===== config.mk =====
export PLATFORM = sky130hd
export DESIGN_NAME = ptc_core_timing
export DESIGN_NICKNAME = d
export VERILOG_FILES = /design/src/inc/ptc_pkg.sv /design/src/inc/ptc_tbl_if.sv /design/src/rtl/ptc_core_timing.sv /design/src/rtl/ptc_cycle_table.sv
export SDC_FILE = /design/constraint.sdc
export NUM_CORES = 1
export LEC_CHECK = 0
export BUFFER_PORTS_ARGS = -buffer_cell sky130_fd_sc_hd__buf_2
export CAP_MARGIN = 10
export CORE_MARGIN = 2
export CORE_UTILIZATION = 49
export CTS_BUF_LIST = sky130_fd_sc_hd__clkbuf_8
export CTS_CLUSTER_SIZE = 8
export DETAILED_ROUTE_END_ITERATION = 7
export PLACE_DENSITY = 0.78
export SYNTH_ARGS = -nofsm -noshare
export SYNTH_HDL_FRONTEND = slang
export SYNTH_SLANG_ARGS = --single-unit

===== constraint.sdc =====
create_clock -name MCLK_I -period 3.3 [get_ports MCLK_I]
set_clock_uncertainty 0.1 [all_clocks]
set_input_delay 0.66 -clock MCLK_I [delete_from_list [all_inputs] [get_ports MCLK_I]]
set_output_delay 0.66 -clock MCLK_I [all_outputs]
set_load 0.01 [all_outputs]

===== src/inc/ptc_pkg.sv =====
// constants and types for the pipelined core timing sequencer
package ptc_pkg;
  // clock and rate figures
  localparam int unsigned CLK_PERIOD_PS  = 5000;
  localparam int unsigned MAX_CORE_MHZ   = 25;
  localparam int unsigned MAX_MIPS       = 25;
  // instruction counts per timing class
  localparam int unsigned NUM_INSTR      = 109;
  localparam int unsigned NUM_ONE_CLK    = 26;
  localparam int unsigned NUM_TWO_CLK    = 50;
  localparam logic [3:0]  MAX_CLOCKS     = 4'h8;
  // memory space sizes
  localparam int unsigned IRAM_BYTES     = 256;
  localparam int unsigned SPECIAL_FUNCTION_REGISTER_SPACE = 128;
  localparam logic [7:0]  SPECIAL_FUNCTION_REGISTER_BASE  = 8'h80;
  // special opcodes
  localparam logic [7:0]  OPC_MUL        = 8'hA4;
  localparam logic [7:0]  OPC_DIV        = 8'h84;
  localparam logic [7:0]  OPC_MOVC_PC    = 8'h83;
  localparam logic [7:0]  OPC_MOVC_DPTR  = 8'h93;
  localparam logic [7:0]  OPC_RET        = 8'h22;
  localparam logic [7:0]  OPC_RETI       = 8'h32;
  localparam logic [7:0]  OPC_LCALL      = 8'h12;
  // fixed clock counts of the long instructions
  localparam logic [3:0]  CLK_MUL        = 4'h4;
  localparam logic [3:0]  CLK_DIV        = 4'h8;
  localparam logic [3:0]  CLK_RET        = 4'h5;
  localparam logic [3:0]  CLK_CALL       = 4'h4;
  localparam logic [3:0]  CLK_MOVC       = 4'h3;
  localparam logic [3:0]  CLK_MOVX       = 4'h3;
  localparam logic [3:0]  CLK_INDIRECT   = 4'h2;
  localparam logic [3:0]  CLK_TAKEN_ADD  = 4'h1;
  typedef enum {PTC_RUN, PTC_EXEC, PTC_HALT} ptc_state_t;
  typedef logic [15:0] ptc_addr_t;
endpackage : ptc_pkg


===== src/inc/ptc_tbl_if.sv =====
// opcode lookup signals between sequencer and timing table
`timescale 1ns/1ps
interface ptc_tbl_if;
  logic [7:0] opcode;
  logic [1:0] bytes;
  logic [3:0] clocks;
  logic       cond_branch;
  logic       movc;
  logic       movx;
  modport tbl (input opcode, output bytes, output clocks, output cond_branch,
               output movc, output movx);
  modport seq (output opcode, input bytes, input clocks, input cond_branch,
               input movc, input movx);
endinterface : ptc_tbl_if


===== src/rtl/ptc_core_timing.sv =====
// execution timing, debug halt/step and memory routing for the pipelined core
// Overview of operation
// [RQ1] opcodes, addressing and status flag effects match the legacy instruction set
// [RQ2] all timing counts single system clocks, no machine-cycle grouping
// [RQ3] most instructions take as many clocks as program bytes
// [RQ4] untaken conditional branch finishes one clock sooner than taken
// [RQ5] no instruction needs more than eight clocks, multiply and divide included
// [RQ6] 109 instructions: 26 one-clock, 50 two-clock, rest longer
// [RQ7] clock from zero to 25 MHz, peak one instruction per clock
// [RQ8] software reads and writes program memory one byte per access
// [RQ9] debug gives breakpoints, run, halt, single step and register access; this module has no register access path
// [RQ10] debug runs at full speed using no application resources
// [RQ11] programming and debug traffic go over the two-wire dev interface
// [RQ12] 256 bytes internal RAM and 128-byte special function register space
// [RQ13] external move reaches expansion RAM or program memory
// [RQ14] clocks come from an opcode table, plus one when branch taken
`timescale 1ns/1ps
module ptc_core_timing (
  // clock and reset
  input  wire logic             MCLK_I,
  input  wire logic             RST_B_I,
  // instruction issue
  input  wire logic             ISSUE_VALID_I,
  input  wire logic [7:0]       OPCODE_I,
  input  wire logic             BR_TAKEN_I,
  input  wire ptc_pkg::ptc_addr_t PC_I,
  output logic                  ISSUE_READY_O,
  output logic                  INSTR_DONE_O,
  output logic [1:0]            INSTR_BYTES_O,
  output logic [3:0]            INSTR_CLOCKS_O,
  // data access routing
  input  wire logic             XMOVE_PMEM_SEL_I,
  input  wire logic [7:0]       DIRECT_ADDR_I,
  output logic                  PMEM_BYTE_ACC_O,
  output logic                  EXPANSION_RAM_ACC_O,
  output logic                  SPECIAL_FUNCTION_REGISTER_SEL_O,
  // two-wire development interface debug commands
  input  wire logic             DBG_HALT_I,
  input  wire logic             DBG_RUN_I,
  input  wire logic             DBG_STEP_I,
  input  wire logic             BKPT_EN_I,
  input  wire ptc_pkg::ptc_addr_t BKPT_ADDR_I,
  output logic                  HALTED_O,
  output logic                  BKPT_HIT_O
);
  import ptc_pkg::*;

  ptc_tbl_if  tbl ();
  ptc_state_t state_q;
  ptc_state_t state_d;
  logic [3:0] remain_q;
  logic       step_q;
  logic [3:0] load_clocks;
  logic       bkpt_match;
  logic       accept;

  // [RQ14] table lookup
  assign tbl.opcode = OPCODE_I;
  // [RQ1] legacy opcode decode
  // [RQ6] instruction timing classes
  ptc_cycle_table u_table (
    .t (tbl)
  );

  // [RQ9] hardware breakpoint compare
  assign bkpt_match = BKPT_EN_I && (PC_I == BKPT_ADDR_I) && !step_q;
  // [RQ7] one issue per clock when previous ends
  // a halt request blocks issue so an accepted instruction is never dropped
  assign ISSUE_READY_O = (state_q == PTC_RUN) && !bkpt_match && !DBG_HALT_I;
  assign accept        = ISSUE_VALID_I && ISSUE_READY_O;
  // [RQ4] taken branch adds one clock
  assign load_clocks   = (tbl.cond_branch && BR_TAKEN_I) ? tbl.clocks + CLK_TAKEN_ADD
                                                         : tbl.clocks;

  // [RQ11] host debug commands
  always_comb begin
    state_d = state_q;
    case (state_q)
      PTC_RUN: begin
        if (DBG_HALT_I || bkpt_match) state_d = PTC_HALT;
        else if (accept && load_clocks > 4'h1) state_d = PTC_EXEC;
        else if (accept && step_q) state_d = PTC_HALT;
      end
      PTC_EXEC: begin
        if (remain_q == 4'h1) state_d = (DBG_HALT_I || step_q) ? PTC_HALT : PTC_RUN;
      end
      PTC_HALT: begin
        // [RQ9] resume or step one instruction
        if (DBG_RUN_I || DBG_STEP_I) state_d = PTC_RUN;
      end
      default: state_d = PTC_RUN;
    endcase
  end

  always_ff @(posedge MCLK_I) begin
    if (!RST_B_I) state_q <= PTC_RUN;
    else          state_q <= state_d;
  end

  // [RQ2] plain clock count
  always_ff @(posedge MCLK_I) begin
    if (!RST_B_I) begin
      remain_q <= 4'h0;
    end else if (accept) begin
      remain_q <= load_clocks - 4'h1;
    end else if (state_q == PTC_EXEC) begin
      remain_q <= remain_q - 4'h1;
    end
  end

  // [RQ9] single step latch
  always_ff @(posedge MCLK_I) begin
    if (!RST_B_I) step_q <= 1'b0;
    else if (state_q == PTC_HALT && DBG_STEP_I) step_q <= 1'b1;
    else if (state_q == PTC_HALT && DBG_RUN_I) step_q <= 1'b0;
    else if (state_d == PTC_HALT && state_q != PTC_HALT) step_q <= 1'b0;
  end

  // completion and lookup results
  always_ff @(posedge MCLK_I) begin
    if (!RST_B_I) begin
      INSTR_DONE_O   <= 1'b0;
      INSTR_BYTES_O  <= 2'd0;
      INSTR_CLOCKS_O <= 4'h0;
    end else begin
      // [RQ3] done after counted clocks
      INSTR_DONE_O <= (accept && load_clocks == 4'h1) ||
                      (state_q == PTC_EXEC && remain_q == 4'h1);
      if (accept) begin
        INSTR_BYTES_O  <= tbl.bytes;
        INSTR_CLOCKS_O <= load_clocks;
      end
    end
  end

  // memory routing: access pulses registered at issue, function register select registered every clock
  always_ff @(posedge MCLK_I) begin
    if (!RST_B_I) begin
      PMEM_BYTE_ACC_O <= 1'b0;
      EXPANSION_RAM_ACC_O <= 1'b0;
      SPECIAL_FUNCTION_REGISTER_SEL_O <= 1'b0;
    end else begin
      // [RQ8] byte access to program memory
      PMEM_BYTE_ACC_O <= accept && (tbl.movc || (tbl.movx && XMOVE_PMEM_SEL_I));
      // [RQ13] external move target choice
      EXPANSION_RAM_ACC_O <= accept && tbl.movx && !XMOVE_PMEM_SEL_I;
      // [RQ12] upper direct half is function registers
      SPECIAL_FUNCTION_REGISTER_SEL_O <= DIRECT_ADDR_I >= SPECIAL_FUNCTION_REGISTER_BASE;
    end
  end

  // [RQ10] halt status uses no application resources
  always_ff @(posedge MCLK_I) begin
    if (!RST_B_I) begin
      HALTED_O   <= 1'b0;
      BKPT_HIT_O <= 1'b0;
    end else begin
      HALTED_O   <= state_d == PTC_HALT;
      BKPT_HIT_O <= state_q == PTC_RUN && bkpt_match && !DBG_HALT_I;
    end
  end

  clocks_bound_a: assert property (@(posedge MCLK_I) disable iff (!RST_B_I) // RQ5
    accept |-> load_clocks <= MAX_CLOCKS && load_clocks != 4'h0)
    else $error("instruction clock count out of range");
  one_clock_done_a: assert property (@(posedge MCLK_I) disable iff (!RST_B_I) // RQ7
    accept && load_clocks == 4'h1 |=> INSTR_DONE_O)
    else $error("one-clock instruction not done next cycle");
  taken_extra_a: assert property (@(posedge MCLK_I) disable iff (!RST_B_I) // RQ4
    accept && tbl.cond_branch |-> load_clocks == tbl.clocks + {3'b000, BR_TAKEN_I})
    else $error("taken branch clock count wrong");
  len_match_a: assert property (@(posedge MCLK_I) disable iff (!RST_B_I) // RQ3
    accept && !tbl.cond_branch && tbl.opcode[3:0] >= 4'h8 && tbl.opcode[7:4] != 4'hE
      && tbl.opcode[7:4] != 4'hF |-> load_clocks == {2'b00, tbl.bytes})
    else $error("register-form clocks differ from length");
  two_clock_done_a: assert property (@(posedge MCLK_I) disable iff (!RST_B_I) // RQ2
    accept && load_clocks == 4'h2 |=> !INSTR_DONE_O ##1 INSTR_DONE_O)
    else $error("two-clock instruction timing wrong");
  no_issue_busy_a: assert property (@(posedge MCLK_I) disable iff (!RST_B_I) // RQ14
    state_q == PTC_EXEC && remain_q > 4'h1 |-> !ISSUE_READY_O)
    else $error("issue accepted while executing");
  bkpt_halts_a: assert property (@(posedge MCLK_I) disable iff (!RST_B_I) // RQ9
    state_q == PTC_RUN && bkpt_match |=> HALTED_O && state_q == PTC_HALT)
    else $error("breakpoint did not halt");
  step_once_a: assert property (@(posedge MCLK_I) disable iff (!RST_B_I) // RQ9
    state_q == PTC_HALT && DBG_STEP_I |=> step_q && state_q == PTC_RUN)
    else $error("single step did not release core");
  xmove_route_a: assert property (@(posedge MCLK_I) disable iff (!RST_B_I) // RQ13
    accept && tbl.movx |=> PMEM_BYTE_ACC_O != EXPANSION_RAM_ACC_O)
    else $error("external move routed to both or neither space");

  // counting and completion
  exec_no_done_a: assert property (@(posedge MCLK_I) disable iff (!RST_B_I) // RQ3
    state_q == PTC_EXEC && remain_q > 4'h1 |=> !INSTR_DONE_O)
    else $error("done raised before count ended");
  three_clock_done_a: assert property (@(posedge MCLK_I) disable iff (!RST_B_I) // RQ3
    accept && load_clocks == 4'h3 |=> !INSTR_DONE_O ##1 !INSTR_DONE_O ##1 INSTR_DONE_O)
    else $error("three-clock instruction timing wrong");
  bytes_range_a: assert property (@(posedge MCLK_I) disable iff (!RST_B_I) // RQ3
    accept |-> tbl.bytes != 2'd0)
    else $error("instruction length zero");
  untaken_len_a: assert property (@(posedge MCLK_I) disable iff (!RST_B_I) // RQ4
    accept && tbl.cond_branch && !BR_TAKEN_I |-> load_clocks == {2'b00, tbl.bytes})
    else $error("untaken branch clocks differ from length");
  exec_entry_a: assert property (@(posedge MCLK_I) disable iff (!RST_B_I) // RQ2
    accept && load_clocks > 4'h1 |=> state_q == PTC_EXEC)
    else $error("multi-clock instruction did not start counting");

  // debug control
  halted_no_issue_a: assert property (@(posedge MCLK_I) disable iff (!RST_B_I) // RQ9
    state_q == PTC_HALT |-> !ISSUE_READY_O)
    else $error("issue offered while halted");
  halt_req_a: assert property (@(posedge MCLK_I) disable iff (!RST_B_I) // RQ9
    state_q == PTC_RUN && DBG_HALT_I |=> state_q == PTC_HALT && HALTED_O)
    else $error("halt request ignored");
  run_release_a: assert property (@(posedge MCLK_I) disable iff (!RST_B_I) // RQ9
    state_q == PTC_HALT && DBG_RUN_I |=> !HALTED_O)
    else $error("run request did not release core");
  stepped_halt_a: assert property (@(posedge MCLK_I) disable iff (!RST_B_I) // RQ9
    step_q && accept && load_clocks == 4'h1 |=> HALTED_O)
    else $error("core did not halt after stepped instruction");

  // memory routing
  movc_route_a: assert property (@(posedge MCLK_I) disable iff (!RST_B_I) // RQ8
    accept && tbl.movc |=> PMEM_BYTE_ACC_O && !EXPANSION_RAM_ACC_O)
    else $error("code read not routed to program memory");
  idle_route_a: assert property (@(posedge MCLK_I) disable iff (!RST_B_I) // RQ13
    !accept |=> !PMEM_BYTE_ACC_O && !EXPANSION_RAM_ACC_O)
    else $error("memory access pulse without an accepted instruction");
  reg_space_a: assert property (@(posedge MCLK_I) disable iff (!RST_B_I) // RQ12
    1'b1 |=> SPECIAL_FUNCTION_REGISTER_SEL_O == ($past(DIRECT_ADDR_I) >= 8'h80))
    else $error("function register space decode wrong");
endmodule : ptc_core_timing


===== src/rtl/ptc_cycle_table.sv =====
// opcode-indexed length and clock-count table
`timescale 1ns/1ps
module ptc_cycle_table (
  ptc_tbl_if.tbl t
);
  import ptc_pkg::*;
  logic [3:0] lo;
  logic [3:0] hi;
  logic [1:0] len;
  logic [3:0] clk;
  logic       cbr;
  assign lo = t.opcode[3:0];
  assign hi = t.opcode[7:4];

  // legacy encoding: instruction bytes per opcode
  always_comb begin
    len = 2'd1;
    if (lo == 4'h1) begin
      len = 2'd2;
    end else if (lo == 4'h0) begin
      if (hi == 4'h1 || hi == 4'h2 || hi == 4'h3 || hi == 4'h9) len = 2'd3;
      else if (hi <= 4'hD && hi != 4'h0) len = 2'd2;
    end else if (lo == 4'h2) begin
      if (t.opcode == 8'h02 || t.opcode == OPC_LCALL) len = 2'd3;
      else if (hi >= 4'h4 && hi <= 4'hD) len = 2'd2;
    end else if (lo == 4'h3) begin
      if (hi == 4'h4 || hi == 4'h5 || hi == 4'h6) len = 2'd3;
    end else if (lo == 4'h4) begin
      if (hi == 4'hB) len = 2'd3;
      else if (hi == 4'h2 || hi == 4'h3 || hi == 4'h4 || hi == 4'h5 || hi == 4'h6
               || hi == 4'h7 || hi == 4'h9) len = 2'd2;
    end else if (lo == 4'h5) begin
      if (hi == 4'h7 || hi == 4'h8 || hi == 4'hB || hi == 4'hD) len = 2'd3;
      else if (hi != 4'hA) len = 2'd2;
    end else begin
      if (hi == 4'hB) len = 2'd3;
      else if (hi == 4'h7 || hi == 4'h8 || hi == 4'hA) len = 2'd2;
      else if (hi == 4'hD && lo >= 4'h8) len = 2'd2;
    end
  end

  // [RQ14] opcode-indexed clocks
  always_comb begin
    cbr = 1'b0;
    // [RQ3] clocks follow length
    clk = {2'b00, len};
    if ((lo == 4'h0 && hi >= 4'h1 && hi <= 4'h7) || (hi == 4'hB && lo >= 4'h4)
        || t.opcode == 8'hD5 || (hi == 4'hD && lo >= 4'h8)) begin
      cbr = 1'b1;
    end
    // [RQ5] longest instructions
    if (t.opcode == OPC_MUL) clk = CLK_MUL;
    else if (t.opcode == OPC_DIV) clk = CLK_DIV;
    else if (t.opcode == OPC_RET || t.opcode == OPC_RETI) clk = CLK_RET;
    else if (t.opcode == OPC_LCALL || lo == 4'h1 && hi[0]) clk = CLK_CALL;
    else if (t.opcode == OPC_MOVC_PC || t.opcode == OPC_MOVC_DPTR) clk = CLK_MOVC;
    else if (hi >= 4'hE && (lo == 4'h0 || lo == 4'h2 || lo == 4'h3)) clk = CLK_MOVX;
    else if (len == 2'd1 && (lo == 4'h6 || lo == 4'h7)) clk = CLK_INDIRECT;
  end

  assign t.bytes       = len;
  assign t.clocks      = clk;
  assign t.cond_branch = cbr;
  assign t.movc        = (t.opcode == OPC_MOVC_PC) || (t.opcode == OPC_MOVC_DPTR);
  // [RQ13] external move opcodes
  assign t.movx        = (hi >= 4'hE) && (lo == 4'h0 || lo == 4'h2 || lo == 4'h3);
endmodule : ptc_cycle_table


==> results.tsv <==
metric	value	unit
most frequent cell after synthesis	dfxtp_1	
clk slew on worst S/H paths	0.09	ns
Worst R2R Start	state_q[4]	
vias in the first global route	2109	
area of the core	0.005042	mm^2
fin area	0.003378	mm^2
Critical Path End	HALTED_O	
fillers	421	
crit start category	primary input	
drt total wl	5741	um
first-pass GRT wire length	9170	um
Area contributors post-synth	dfxtp_1 (39%), xor2_1 (5.2%), nor4_1 (2.7%), nand2_1 (2.5%), ha_1 (2.5%)	
setup violators final	0	
dpl cells	454	
max-cap viol count	0	
DRT Pass-1 Iters	4	
CP Max Fanout	9	
Num CTS Buffers	5	
DRC violations left	0	
Multi-input gate area	0.001539	mm^2
crit-path max cell delay	0.58	ns
syn avg cell area	9.382	um^2
Net count, final	453	
Cell Rows	26	
r2r setup slk	0.82	ns
number of synthesized register bits	49	
port bufs	62	
outcome	complete, no violations	
ratio of cells with drive above 1 in the final layout	32.40	%
final slew viol count	0	
Worst setup EP type	flop	
yosys warns	0	
Critical Path Stages	15	
TritonCTS clock tree	done	
Overflow after GRT	0	
Die X	75.77	um
drt via density	5.134	
area delta synth->final	33.86	%
HP Class	reg2reg	
maximum VDD drop	0.4101	mV
Cell Count, Final, Fillers Out	462	
hold slack	0.3854	ns
Initial Util	50.05	%
Crit Path Category	in2reg	
Yosys cell types	64	
post-synthesis sequential area ratio	38.87	%
FMAX	319.3	MHz
Num Clock Sinks	49	
Largest delay share family, worst path	simple AND/OR/NAND/NOR gates	
static leakage	1.491	nW
CP max-delay cell	or4_1	
Worst path most repeated cell	ha_1	
Power per Cell Area	396.0	mW/mm^2
DP HPWL	4526	um
Final Hold Viols	0	
initial antenna violation count	0	
RSZ-0062 raised after global routing	false	
DRT antenna net count	0	
Inserted Diodes	0	
crit path from	OPCODE_I[7]	
ys flop type	dfxtp_1	
largest net degree at the start of global routing	19	
DP Area	0.003233	mm^2
worst r2r path cells	7	
Min Clock Period, post-route	3.132	ns
Post-synth ARST share	0	%
GPL Wtd Cong	0.9111	
postcts setup bufs	0	
dominant cell type by area after synthesis	dfxtp_1	
Cell Area, Synth	0.002524	mm^2
Global Route Usage Sum	20.64	%
FF/Latch Area	980.9	um^2
WL/cell	12.43	um
Post-synth EDFFs	0	
Die Span Y	75.77	um
root buf cell	clkbuf_8	
Tightest Pin Transition	0.5992	ns
Critical Path, Cell by Cell	buf_2 > or2_1 > a21oi_1 > or4_1 > o31ai_2 > nor3_1 > nor2_1 > ha_1 > inv_1 > a21oi_2 > o31ai_4 > ha_1 > o211ai_1 > a21boi_1 > o21a_1	
share of the synthesized area in the top cell type	38.87	%
vias	2372	
relative max-transition margin	60.05	%
Tcrit/Tclk final	94.89	%
Iter 0 DRT Violations	129	
Crit path buffers/inverters	2	
die area	0.005740	mm^2
Worst EP arrival	3.23	ns
H-Tree Depth	2	
Crit path required time	3.40	ns
CTS max path bufs	2	
synthesized instance count	269	
Util after Layout	67.00	%
Worst-Skew Late Latency	0.30	ns
Crit Reg-Reg Endpoint	remain_q[3]	
Commonest cells post-synth	dfxtp_1 (49), nand2_1 (17), nor2_1 (16), xor2_1 (15), a21oi_1 (12)	
io pins	70	
through the flow:
stage	power, mW	setup TNS, ns	setup slack [ns]
final	1.338	0	0.1685
after global routing	1.397	0	0.03449
after CTS	1.347	0	0.1649
after detailed placement	0.8506	-0.4331	-0.1397
after global placement	0.8442	-0.2055	-0.09616
after floorplan	0.7521	0	0.05157
state kept, by name, summed over array words and instances (netlist names), 2 cells and up:
| name | cells |
|---|---|
| INSTR_BYTES_O | 2 |
| INSTR_CLOCKS_O | 4 |
| remain_q | 4 |
| state_q | 32 |
final cells by class:
class	instances	share of cell area, %
well taps	70	2.593
multi-input cells	228	45.56
clock inverters	3	1.926
clock buffers	5	2.037
repair buffers	100	18.07
flip-flops and latches	49	29.04
inverters	7	0.7778
cell families after synthesis:
kind of cell / synth area share (%)
xor gates and xnor gates: 7.288
DFF: 38.87
and+or+nand+nor: 26.43
buffers and inverters: 4.958
muxes: 2.826
adders and majority gates: 2.479
AOI/OAI and AO/OA: 17.01
other: 0.1486
worst register-to-register path: cells and delay by family, from the launching register on:
| kind | cells | cell delay (ns) |
|---|---|---|
| flip-flops | 1 | 0.31 |
| AO/OA/AOI/OAI | 2 | 0.76 |
| AND/OR/NAND/NOR | 5 | 1.27 |
metal layers:
metal,up-vias,global-route usage (%),wire [um]
met5,-,0,0
met4,0,6.823,70
met3,9,5.026,363
met2,67,34.20,2866
met1,1106,26.32,2440
li1,1190,-,-
how the worst min path moves through the flow:
stage	startpoint	to	slack, ns	cells past startpoint
after detailed placement	INSTR_CLOCKS_O[3]	INSTR_CLOCKS_O[3]	0.38	2
after global routing	INSTR_CLOCKS_O[3]	INSTR_CLOCKS_O[3]	0.40	2
after global placement	INSTR_CLOCKS_O[3]	INSTR_CLOCKS_O[3]	0.36	2
final	INSTR_CLOCKS_O[3]	INSTR_CLOCKS_O[3]	0.39	2
after CTS	INSTR_CLOCKS_O[3]	INSTR_CLOCKS_O[3]	0.39	2
after floorplan	remain_q[1]	remain_q[1]	0.37	2
cells in the final DEF (no fill, tap or decap), types with 3 or more instances in the layout:
cell      instances
nor3_1            7
nand3_1           6
a21boi_1          4
mux2i_1           6
buf_4            37
nand2b_1          3
a211o_1           3
o21ai_0           6
clkbuf_8          5
nor4_2            3
nand4_1           5
o21a_1            3
nor2b_1           9
and4b_1           3
dfxtp_1          49
buf_2            61
ha_1              4
nand2_1          17
a22oi_1           3
and2_1            6
inv_1             7
xnor2_1           6
a21oi_1          11
nor4_1           10
nor3b_1           5
nor2_1           16
xor2_1           15
conb_1           30
power by group:
group,internal [mW],switching (mW)
registers,0.611,0.00548
logic,0.113,0.110
clock network,0.301,0.197
total,1.02,0.313
timing repair:
item                                    in CTS  in global routing
endpoints found under the setup margin       0                  2
hold buffers                                 0                  0
gates resized for setup                      0                  3
No activity file was read; power rests on OpenSTA's default activity.
